--- config.mk ---
export PLATFORM = sky130hd
export DESIGN_NAME = sysconf
export DESIGN_NICKNAME = d
export VERILOG_FILES = /design/src/core/sysconf_pkg.sv /design/src/core/sysconf.sv
export SDC_FILE = /design/constraint.sdc
export NUM_CORES = 1
export LEC_CHECK = 0
export BUFFER_PORTS_ARGS = -buffer_cell sky130_fd_sc_hd__buf_2
export CAP_MARGIN = 20
export CORE_MARGIN = 2
export CORE_UTILIZATION = 30
export DETAILED_ROUTE_END_ITERATION = 16
export PLACE_DENSITY = 0.49
export SYNTH_ARGS = -nofsm -noshare
export SYNTH_HDL_FRONTEND = slang
export SYNTH_SLANG_ARGS = --single-unit
--- constraint.sdc ---
create_clock -name I_CLOCK -period 8.9 [get_ports I_CLOCK]
set_input_delay 1.335 -clock I_CLOCK [delete_from_list [all_inputs] [get_ports I_CLOCK]]
set_output_delay 1.335 -clock I_CLOCK [all_outputs]
set_load 0.05 [all_outputs]
--- src/core/sysconf_pkg.sv ---
package sysconf_pkg;
    // Documented frequencies
    localparam int IRC_HZ      = 12_000_000;
    localparam int RTC_OSC_HZ  = 32_000;
    localparam int MAX_HZ      = 100_000_000;
    localparam int PLL_MIN_HZ  = 1_200_000;
    localparam int CLK_PERIOD_NS = 100;
    // Handover: two stages in each of old and new source
    localparam int HANDOVER_NS  = 200;
    localparam int HANDOVER_CYC =
        (HANDOVER_NS + CLK_PERIOD_NS - 1) / CLK_PERIOD_NS;

    // Address groups
    localparam logic [19:0] MAIN_BASE  = 20'h40000;
    localparam logic [19:0] ASYNC_BASE = 20'h40080;
    localparam logic [19:0] OTHER_BASE = 20'h4002C;

    // Offsets, main group
    localparam logic [11:0] OFS_MATPRIO  = 12'h004;
    localparam logic [11:0] OFS_TICKCAL  = 12'h014;
    localparam logic [11:0] OFS_NONMASKABLE_SOURCE_SELECT   = 12'h01C;
    localparam logic [11:0] OFS_ASYNCCTL = 12'h020;
    localparam logic [11:0] OFS_RSTCAUSE = 12'h040;
    localparam logic [11:0] OFS_PRST0    = 12'h044;
    localparam logic [11:0] OFS_PRST1    = 12'h048;
    localparam logic [11:0] OFS_PRSTSET0 = 12'h04C;
    localparam logic [11:0] OFS_PRSTSET1 = 12'h050;
    localparam logic [11:0] OFS_PRSTCLR0 = 12'h054;
    localparam logic [11:0] OFS_PRSTCLR1 = 12'h058;
    localparam logic [11:0] OFS_PORCAP0  = 12'h05C;
    localparam logic [11:0] OFS_PORCAP1  = 12'h060;
    localparam logic [11:0] OFS_RESCAP0  = 12'h068;
    localparam logic [11:0] OFS_RESCAP1  = 12'h06C;
    localparam logic [11:0] OFS_MAINSELA = 12'h080;
    localparam logic [11:0] OFS_MAINSELB = 12'h084;
    localparam logic [11:0] OFS_ADCSEL   = 12'h08C;
    localparam logic [11:0] OFS_PINSELA  = 12'h094;
    localparam logic [11:0] OFS_PINSELB  = 12'h098;
    localparam logic [11:0] OFS_PLLSEL   = 12'h0A0;
    localparam logic [11:0] OFS_GATE0    = 12'h0C0;
    localparam logic [11:0] OFS_GATE1    = 12'h0C4;
    localparam logic [11:0] OFS_GATESET0 = 12'h0C8;
    localparam logic [11:0] OFS_GATESET1 = 12'h0CC;
    localparam logic [11:0] OFS_GATECLR0 = 12'h0D0;
    localparam logic [11:0] OFS_GATECLR1 = 12'h0D4;
    localparam logic [11:0] OFS_TICKDIV  = 12'h0E0;
    localparam logic [11:0] OFS_SYSDIV   = 12'h100;
    localparam logic [11:0] OFS_ADCDIV   = 12'h108;

    // Reset values
    localparam logic [31:0] RST_ASYNCCTL = 32'h0000_0001;
    localparam logic [31:0] RST_GATE0    = 32'h0000_018B;
    localparam logic [7:0]  RST_SYSDIV   = 8'h01;

    // Field layout
    localparam int SEL_A_W  = 2;
    localparam int SEL_B_W  = 2;
    localparam int PIN_A_W  = 3;
    localparam int DIV_W    = 8;
    localparam int CAUSE_W  = 4;
    localparam int CAUSE_POR = 0;
    localparam int NPLAIN   = 8;

    typedef enum logic [2:0] {
        SRC_IRC   = 3'h0,
        SRC_EXT   = 3'h1,
        SRC_WDOSC = 3'h2,
        SRC_PLL   = 3'h3,
        SRC_RTC   = 3'h4
    } src_t;

    typedef enum logic [2:0] {
        PIN_MAIN  = 3'h0,
        PIN_EXT   = 3'h1,
        PIN_WDOSC = 3'h2,
        PIN_IRC   = 3'h3,
        PIN_PLL   = 3'h4,
        PIN_RTC   = 3'h5,
        PIN_OFF   = 3'h7
    } pin_src_t;

    typedef enum logic [1:0] {
        SW_IDLE = 2'b00,
        SW_DROP = 2'b01,
        SW_TAKE = 2'b10
    } sw_state_t;

    // Peripheral-side control bundle
    typedef struct packed {
        logic [31:0] gate0;
        logic [31:0] gate1;
        logic [31:0] prst0;
        logic [31:0] prst1;
    } periph_ctl_t;
endpackage : sysconf_pkg

--- src/core/sysconf.sv ---
// The plain strobed port is this design's own decision.
`timescale 1ns/1ps
// What this block does
// - Block clock always runs from internal RC; registers reachable without setup.
// - Main selector offers RC, external input, watchdog osc, PLL, 32 kHz.
// - System clock is the selected main clock divided down.
// - Divider value zero stops the system clock completely.
// - Core clock always on; memory/peripheral clocks gated by two registers.
// - Mux starts a switch only while old and new sources both run.
// - PLL input is selectable among several clocks.
// - PLL output is selectable for the clock output pin.
// - Word-aligned registers decoded in the main address group only.
// - Bus clock gate set/clear aliases change only selected bits.
// - Peripheral reset set/clear aliases change only selected bits.
// - Power-on reset captures port 0 and port 1 levels.
// - Warm reset captures port 0 and port 1 levels separately.
// - Two select registers together pick the main source.
// - Two select registers together pick the clock pin source.
// - System divider resets to one so system clock runs.
// - Reset cause status register is readable and writable.
// - Reset cause register value follows the latest reset source.
// - Warm captures sample on every reset, POR included; POR captures only on POR.
module sysconf
    import sysconf_pkg::*;
(
    input  wire logic                        I_CLOCK,
    input  wire logic                        I_RST_B,
    input  wire logic [31:0]                 I_ADDR,
    input  wire logic [31:0]                 I_WDATA,
    input  wire logic                        I_WR,
    input  wire logic                        I_RD,
    input  wire logic [4:0]                  I_SRC_RUN,
    input  wire logic [sysconf_pkg::CAUSE_W-1:0] I_RST_CAUSE,
    input  wire logic [31:0]                 I_PORT0,
    input  wire logic [31:0]                 I_PORT1,
    output logic [31:0]                      O_RDATA,
    output sysconf_pkg::src_t                O_MAIN_SRC,
    output logic                             O_SWITCH_BUSY,
    output logic                             O_SYS_TICK,
    output sysconf_pkg::pin_src_t            O_PIN_SRC,
    output logic [1:0]                       O_PLL_SRC,
    output sysconf_pkg::periph_ctl_t         O_PERIPH
);
    import sysconf_pkg::*;

    ////////////////////////////////////////////////////////////////////
    // Decode
    function automatic logic grp_main(input logic [31:0] a);
        grp_main = (a[31:12] == MAIN_BASE) && (a[1:0] == 2'h0);
    endfunction : grp_main

    function automatic logic [3:0] plain_idx(input logic [11:0] o);
        unique case (o)
            OFS_MATPRIO:  plain_idx = 4'h8;
            OFS_TICKCAL:  plain_idx = 4'h9;
            OFS_NONMASKABLE_SOURCE_SELECT:   plain_idx = 4'hA;
            OFS_ASYNCCTL: plain_idx = 4'hB;
            OFS_ADCSEL:   plain_idx = 4'hC;
            OFS_TICKDIV:  plain_idx = 4'hD;
            OFS_ADCDIV:   plain_idx = 4'hE;
            OFS_PLLSEL:   plain_idx = 4'hF;
            default:      plain_idx = 4'h0;
        endcase
    endfunction : plain_idx

    logic [11:0] ofs;
    logic        wr_m;
    logic        rd_m;
    assign ofs  = I_ADDR[11:0];
    // Other groups hold only registers outside this block: read zero
    assign wr_m = I_WR && grp_main(I_ADDR);
    assign rd_m = I_RD && grp_main(I_ADDR);

    function automatic logic hit(input logic [11:0] o);
        hit = wr_m && (ofs == o);
    endfunction : hit

    ////////////////////////////////////////////////////////////////////
    // Plain storage registers
    logic [31:0] plain_ff [NPLAIN];
    logic [3:0]  pidx;
    assign pidx = plain_idx(ofs);

    always_ff @(posedge I_CLOCK) begin
        if (!I_RST_B) begin
            for (int i = 0; i < NPLAIN; i++) begin
                plain_ff[i] <= 32'h0000_0000;
            end
            plain_ff[3] <= RST_ASYNCCTL;
        end else if (wr_m && pidx[3]) begin
            plain_ff[pidx[2:0]] <= I_WDATA;
        end
    end

    // PLL input choice, taken from the low bits
    always_ff @(posedge I_CLOCK) begin
        if (!I_RST_B) begin
            O_PLL_SRC <= 2'h0;
        end else begin
            O_PLL_SRC <= plain_ff[7][1:0];
        end
    end

    ////////////////////////////////////////////////////////////////////
    // Gates and peripheral resets
    function automatic logic [31:0] setclr(
        input logic [31:0] cur,
        input logic        wr_plain,
        input logic        wr_set,
        input logic        wr_clr,
        input logic [31:0] d
    );
        setclr = cur;
        if (wr_plain) begin
            setclr = d;
        end
        if (wr_set) begin
            setclr = cur | d;
        end
        if (wr_clr) begin
            setclr = cur & ~d;
        end
    endfunction : setclr

    // Core clock is not in these masks; it never stops
    always_ff @(posedge I_CLOCK) begin
        if (!I_RST_B) begin
            O_PERIPH.gate0 <= RST_GATE0;
            O_PERIPH.gate1 <= 32'h0000_0000;
        end else begin
            O_PERIPH.gate0 <= setclr(O_PERIPH.gate0, hit(OFS_GATE0),
                hit(OFS_GATESET0), hit(OFS_GATECLR0), I_WDATA);
            O_PERIPH.gate1 <= setclr(O_PERIPH.gate1, hit(OFS_GATE1),
                hit(OFS_GATESET1), hit(OFS_GATECLR1), I_WDATA);
        end
    end

    always_ff @(posedge I_CLOCK) begin
        if (!I_RST_B) begin
            O_PERIPH.prst0 <= 32'h0000_0000;
            O_PERIPH.prst1 <= 32'h0000_0000;
        end else begin
            O_PERIPH.prst0 <= setclr(O_PERIPH.prst0, hit(OFS_PRST0),
                hit(OFS_PRSTSET0), hit(OFS_PRSTCLR0), I_WDATA);
            O_PERIPH.prst1 <= setclr(O_PERIPH.prst1, hit(OFS_PRST1),
                hit(OFS_PRSTSET1), hit(OFS_PRSTCLR1), I_WDATA);
        end
    end

    ////////////////////////////////////////////////////////////////////
    // Reset cause and port capture
    logic [CAUSE_W-1:0] cause_ff;
    logic               cap_done_ff;
    logic [31:0]        por0_ff;
    logic [31:0]        por1_ff;
    logic [31:0]        res0_ff;
    logic [31:0]        res1_ff;
    logic               first_cyc;
    logic               is_por;
    assign first_cyc = I_RST_B && !cap_done_ff;
    assign is_por    = I_RST_CAUSE[CAUSE_POR];

    always_ff @(posedge I_CLOCK) begin
        if (!I_RST_B) begin
            cap_done_ff <= 1'b0;
        end else begin
            cap_done_ff <= 1'b1;
        end
    end

    // Caught just after release; write-one clears, capture wins
    always_ff @(posedge I_CLOCK) begin
        if (!I_RST_B) begin
            cause_ff <= '0;
        end else if (first_cyc) begin
            cause_ff <= I_RST_CAUSE;
        end else if (hit(OFS_RSTCAUSE)) begin
            cause_ff <= cause_ff & ~I_WDATA[CAUSE_W-1:0];
        end
    end

    // No reset: POR values must survive warm resets
    always_ff @(posedge I_CLOCK) begin
        if (first_cyc && is_por) begin
            por0_ff <= I_PORT0;
            por1_ff <= I_PORT1;
        end
    end

    always_ff @(posedge I_CLOCK) begin
        if (first_cyc) begin
            res0_ff <= I_PORT0;
            res1_ff <= I_PORT1;
        end
    end

    ////////////////////////////////////////////////////////////////////
    // Source run status, three-stage sync
    logic [4:0] run1_ff;
    logic [4:0] run2_ff;
    logic [4:0] run3_ff;
    logic [4:0] run_ok_ff;

    always_ff @(posedge I_CLOCK) begin
        if (!I_RST_B) begin
            run1_ff   <= 5'h01;
            run2_ff   <= 5'h01;
            run3_ff   <= 5'h01;
            run_ok_ff <= 5'h01;
        end else begin
            run1_ff <= I_SRC_RUN;
            run2_ff <= run1_ff;
            run3_ff <= run2_ff;
            for (int i = 0; i < 5; i++) begin
                if (run2_ff[i] == run3_ff[i]) begin
                    run_ok_ff[i] <= run2_ff[i];
                end
            end
            // Block clock source is always alive
            run_ok_ff[0] <= 1'b1;
        end
    end

    ////////////////////////////////////////////////////////////////////
    // Main and pin select registers
    logic [SEL_A_W-1:0] msel_a_ff;
    logic [SEL_B_W-1:0] msel_b_ff;
    logic [PIN_A_W-1:0] psel_a_ff;
    logic [SEL_B_W-1:0] psel_b_ff;

    always_ff @(posedge I_CLOCK) begin
        if (!I_RST_B) begin
            msel_a_ff <= '0;
            msel_b_ff <= '0;
            psel_a_ff <= '0;
            psel_b_ff <= '0;
        end else begin
            if (hit(OFS_MAINSELA)) begin
                msel_a_ff <= I_WDATA[SEL_A_W-1:0];
            end
            if (hit(OFS_MAINSELB)) begin
                msel_b_ff <= I_WDATA[SEL_B_W-1:0];
            end
            if (hit(OFS_PINSELA)) begin
                psel_a_ff <= I_WDATA[PIN_A_W-1:0];
            end
            if (hit(OFS_PINSELB)) begin
                psel_b_ff <= I_WDATA[SEL_B_W-1:0];
            end
        end
    end

    function automatic src_t main_of(
        input logic [SEL_A_W-1:0] a,
        input logic [SEL_B_W-1:0] b
    );
        unique case (b)
            2'h2:    main_of = SRC_PLL;
            2'h3:    main_of = SRC_RTC;
            default: main_of = src_t'({1'b0, a});
        endcase
    endfunction : main_of

    src_t req_src;
    assign req_src = main_of(msel_a_ff, msel_b_ff);

    always_ff @(posedge I_CLOCK) begin
        if (!I_RST_B) begin
            O_PIN_SRC <= PIN_MAIN;
        end else begin
            unique case (psel_b_ff)
                2'h1:    O_PIN_SRC <= PIN_PLL;
                2'h2:    O_PIN_SRC <= PIN_RTC;
                2'h3:    O_PIN_SRC <= PIN_OFF;
                default: O_PIN_SRC <= (psel_a_ff > 3'h3) ? PIN_OFF
                                      : pin_src_t'(psel_a_ff);
            endcase
        end
    end

    ////////////////////////////////////////////////////////////////////
    // Glitch-free handover
    sw_state_t   sw_ff;
    src_t        tgt_ff;
    logic [2:0]  hcnt_ff;
    logic        both_run;
    localparam logic [2:0] HC_LAST = 3'(HANDOVER_CYC - 1);
    assign both_run = run_ok_ff[O_MAIN_SRC] && run_ok_ff[req_src];

    // A stopped source keeps the switch in SW_IDLE; run status is not rechecked once it starts
    always_ff @(posedge I_CLOCK) begin
        if (!I_RST_B) begin
            sw_ff         <= SW_IDLE;
            tgt_ff        <= SRC_IRC;
            hcnt_ff       <= 3'h0;
            O_MAIN_SRC    <= SRC_IRC;
            O_SWITCH_BUSY <= 1'b0;
        end else begin
            unique case (sw_ff)
                SW_IDLE: begin
                    if (req_src != O_MAIN_SRC && both_run) begin
                        sw_ff         <= SW_DROP;
                        tgt_ff        <= req_src;
                        hcnt_ff       <= 3'h0;
                        O_SWITCH_BUSY <= 1'b1;
                    end
                end
                SW_DROP: begin
                    hcnt_ff <= hcnt_ff + 3'h1;
                    if (hcnt_ff == HC_LAST) begin
                        sw_ff   <= SW_TAKE;
                        hcnt_ff <= 3'h0;
                    end
                end
                SW_TAKE: begin
                    hcnt_ff <= hcnt_ff + 3'h1;
                    if (hcnt_ff == HC_LAST) begin
                        sw_ff         <= SW_IDLE;
                        O_MAIN_SRC    <= tgt_ff;
                        O_SWITCH_BUSY <= 1'b0;
                    end
                end
                default: begin
                    sw_ff <= SW_IDLE;
                end
            endcase
        end
    end

    ////////////////////////////////////////////////////////////////////
    // System clock divider, as a tick
    logic [DIV_W-1:0] div_ff;
    logic [DIV_W-1:0] cur_ff;
    logic [DIV_W-1:0] cnt_ff;
    logic             end_per;
    assign end_per = (cur_ff == '0) || (cnt_ff == cur_ff - 8'h01);

    always_ff @(posedge I_CLOCK) begin
        if (!I_RST_B) begin
            div_ff <= RST_SYSDIV;
        end else if (hit(OFS_SYSDIV)) begin
            div_ff <= I_WDATA[DIV_W-1:0];
        end
    end

    // New value waits for the period end: no runt
    always_ff @(posedge I_CLOCK) begin
        if (!I_RST_B) begin
            cur_ff     <= RST_SYSDIV;
            cnt_ff     <= '0;
            O_SYS_TICK <= 1'b0;
        end else begin
            O_SYS_TICK <= (cur_ff != '0) && end_per;
            if (end_per) begin
                cnt_ff <= '0;
                cur_ff <= div_ff;
            end else begin
                cnt_ff <= cnt_ff + 8'h01;
            end
        end
    end

    ////////////////////////////////////////////////////////////////////
    // Read port
    always_ff @(posedge I_CLOCK) begin
        if (!I_RST_B) begin
            O_RDATA <= 32'h0000_0000;
        end else if (!rd_m) begin
            O_RDATA <= 32'h0000_0000;
        end else if (pidx[3]) begin
            O_RDATA <= plain_ff[pidx[2:0]];
        end else begin
            unique case (ofs)
                OFS_RSTCAUSE: O_RDATA <= 32'(cause_ff);
                OFS_PRST0:    O_RDATA <= O_PERIPH.prst0;
                OFS_PRST1:    O_RDATA <= O_PERIPH.prst1;
                OFS_PORCAP0:  O_RDATA <= por0_ff;
                OFS_PORCAP1:  O_RDATA <= por1_ff;
                OFS_RESCAP0:  O_RDATA <= res0_ff;
                OFS_RESCAP1:  O_RDATA <= res1_ff;
                OFS_MAINSELA: O_RDATA <= 32'(msel_a_ff);
                OFS_MAINSELB: O_RDATA <= 32'(msel_b_ff);
                OFS_PINSELA:  O_RDATA <= 32'(psel_a_ff);
                OFS_PINSELB:  O_RDATA <= 32'(psel_b_ff);
                OFS_GATE0:    O_RDATA <= O_PERIPH.gate0;
                OFS_GATE1:    O_RDATA <= O_PERIPH.gate1;
                OFS_SYSDIV:   O_RDATA <= 32'(div_ff);
                default:      O_RDATA <= 32'h0000_0000;
            endcase
        end
    end
endmodule : sysconf

==> impl_metrics.tcl <==
set metrics [dict create \
    status "complete, no violations" \
    antenna_left 0 \
    ir_drop_uv 133 \
    ys_types 71 \
    relSlewSlack 0.247 \
    port_buffers 309 \
    postCtsSetupBuffers 0 \
    ctsLongestPathBuffers 3 \
    grt.overflow.total 0 \
    ios 311 \
    syn_inst 2216 \
    syn-num-nets 2364 \
    hpwl_mm 67.6 \
    power_frac_clock 0.464 \
    antenna_found_initial 6 \
    hold_depth 1 \
    cts_root_buf "clkbuf_16" \
    clk_pin_slew_ps 60 \
    wl_per_cell_um 27.2 \
    first_pass_iters 8 \
    clock_sinks 616 \
    startpoint_type "primary input" \
    async_flop_share 0 \
    die_y_um 301 \
    nets 2606 \
    finalCritPeriodShare 0.617 \
    setup_tns_ps 0 \
    final_cells 3683 \
    setup_violations 0 \
    viasPerCell 5.40 \
    powerDensity_nw_per_um2 201 \
    ys_dominant_reg_cell "edfxtp_1" \
    power_frac_comb 0.043 \
    grt_max_degree 130 \
    cp_max_fo 39 \
    synth-edff-count 384 \
    internal_power_mw 4.94 \
    grt_pass1_wl_mm 143 \
    wirelength_mm 100 \
    finalClockSkew_ps 24.8 \
    cp-end-kind "flip-flop" \
    min_period_ps 5490 \
    slew_violations 0 \
    required_ps 9190 \
    rsz0062_at_grt "no" \
    hold_viol 0 \
    h-tree-depth 3 \
    num_rows 109 \
    yosys-top-cells-area "edfxtp_1 (43%), dfxtp_1 (18%), mux2i_1 (6.9%)" \
    placed_area_um2 29300 \
    cts_made_buffers 69 \
    sequentialPowerShare 0.493 \
    reg2reg_depth 9 \
    seq_area_frac_synth 0.610 \
    coreArea_um2 88000 \
    yosys-top-cells-count "edfxtp_1 (384), and2_1 (275), dfxtp_1 (232)" \
    area_growth_pct 19.4 \
    syn_avg_cell_area_um2 12.0 \
    drcViolationCount 0 \
    holdBufCountCts 0 \
    dpl.cell_count 3552 \
    final_cell_area_um2 31700 \
    maxCapViolations 0 \
    cts_resized 0 \
    yosysWarnings 0 \
    layout-drive-gt1-share 0.207 \
    routabilityCongestion 0.885 \
    worstSetupPathType "in -> reg" \
    netSwitchingPower_mw 1.44 \
    grt_pass1_vias 19500 \
    ys_ff_latch 616 \
    synth_top_area_share 0.435 \
    die_area_um2 90800 \
    p_leak_nw 12.2 \
    sw_frac_of_total 0.225 \
    synth_most_common_cell "edfxtp_1" \
    synth_area_leader_cell "edfxtp_1" \
    start_util 0.302 \
    tritoncts "built" \
    clk_latency_ps 620 \
    worst_pin_slew_ps 1130 \
    synth_area_um2 26500 \
    grt_usage 0.216 \
    drt-initial-drc-count 2093 \
    die_x_um 301 \
    fin_hold_ws_ps 433 \
    routed-via-count 19900 \
    worstHoldPathType "reg -> reg" \
    fmax_ghz 0.182 \
    critPathArrivalTime_ps 5790 \
]
==> state kept, by name (all words and copies together) (netlist names), 3 cells and up <==
| name | flops |
|---|---|
| O_RDATA | 32 |
| cur_ff | 8 |
| run_ok_ff | 4 |
| div_ff | 8 |
| run2_ff | 4 |
| por1_ff | 32 |
| res1_ff | 32 |
| hcnt_ff | 3 |
| cause_ff | 4 |
| run1_ff | 4 |
| run3_ff | 4 |
| tgt_ff | 3 |
| res0_ff | 32 |
| por0_ff | 32 |
| O_PERIPH | 128 |
| O_MAIN_SRC | 3 |
| O_PIN_SRC | 3 |
| plain_ff | 256 |
| cnt_ff | 8 |
| psel_a_ff | 3 |
==> layout make-up <==
class / count / area, um^2
Antenna cell: 4 / 10.0
Clock buffer: 93 / 1930
Clock inverter: 34 / 415
Fill cell: 8596 / 56300
Inverter: 14 / 52.6
Multi-Input combinational cell: 1399 / 9710
Sequential cell: 616 / 16200
Tap cell: 1165 / 1460
Timing Repair Buffer: 358 / 1930
==> logic make-up after synthesis <==
family | synth area share
and+or+nand+nor | 0.119
adders and majority gates | 0.00330
xor gates and xnor gates | 0.00561
AOI/OAI and AO/OA | 0.159
buffers and inverters | 0.0324
muxes | 0.0707
DFF | 0.610
==> worst paths after layout <==
path | startpoint | end | slack (ps)
hold / removal | run1_ff[3] | run2_ff[3] | 430
setup / recovery | I_ADDR[2] | plain_ff[6][24] | 3410
hold reg to reg | run1_ff[3] | run2_ff[3] | 430
setup reg to reg | cur_ff[0] | cnt_ff[6] | 6360
==> placed cells by master (no fill, tap or decap), types with 8 or more instances in the layout <==
cell type	synthesis	routed
a21oi_1	66	66
a221o_1	9	9
a221oi_1	9	9
a22o_1	98	98
a22oi_1	58	58
a31oi_1	16	16
a32o_1	39	39
and2_1	275	275
and3_1	10	9
buf_2	46	308
buf_4	6	49
clkbuf_1	113	10
clkbuf_16	0	69
clkbuf_8	0	11
clkinv_2	0	13
dfxtp_1	232	232
edfxtp_1	384	384
inv_1	14	14
mux2i_1	184	184
nand2_1	64	64
nand2b_1	8	8
nand3_1	32	29
nor2_1	88	80
nor2_4	1	10
nor2b_1	11	11
nor3_1	18	16
nor4_1	8	8
o21ai_0	164	157
o21ai_1	51	50
o22ai_1	83	83
xnor2_1	9	9
xor2_1	8	8
==> critical path: stages <==
cell,delay [ps]
buf_2,90
buf_4,290
nor4_4,880
a22oi_1,210
or4_4,850
nand3b_2,210
buf_4,440
nand2_2,280
o21ai_4,750
buf_4,390
==> power groups by stage <==
| stage | Combinational, mW | Sequential [mW] | Clock (mW) |
|---|---|---|---|
| detailed placement | 0.272 | 3.20 | 0 |
| global route | 0.291 | 3.14 | 3.12 |
| CTS | 0.272 | 3.14 | 3.01 |
| floorplan | 0.129 | 3.20 | 0 |
| global placement | 0.268 | 3.20 | 0 |
| finish | 0.274 | 3.14 | 2.96 |
==> through the flow <==
stage,total power [mW],worst slack (ps),util
2_1_floorplan,3.33,3290,-
3_3_place_gp,3.46,2770,0.333
3_5_place_dp,3.47,2710,0.333
4_1_cts,6.42,3370,0.360
5_1_grt,6.56,3250,0.360
6_report,6.37,3410,0.360
==> metal layers <==
metal	track usage	wire (um)	up-vias
met4	0.0762	3040	4
li1	-	-	8846
met3	0.0342	7030	150
met2	0.353	47500	904
met5	0	24	-
met1	0.290	42600	9980
Note: power is estimated with default switching activity, not from simulation.
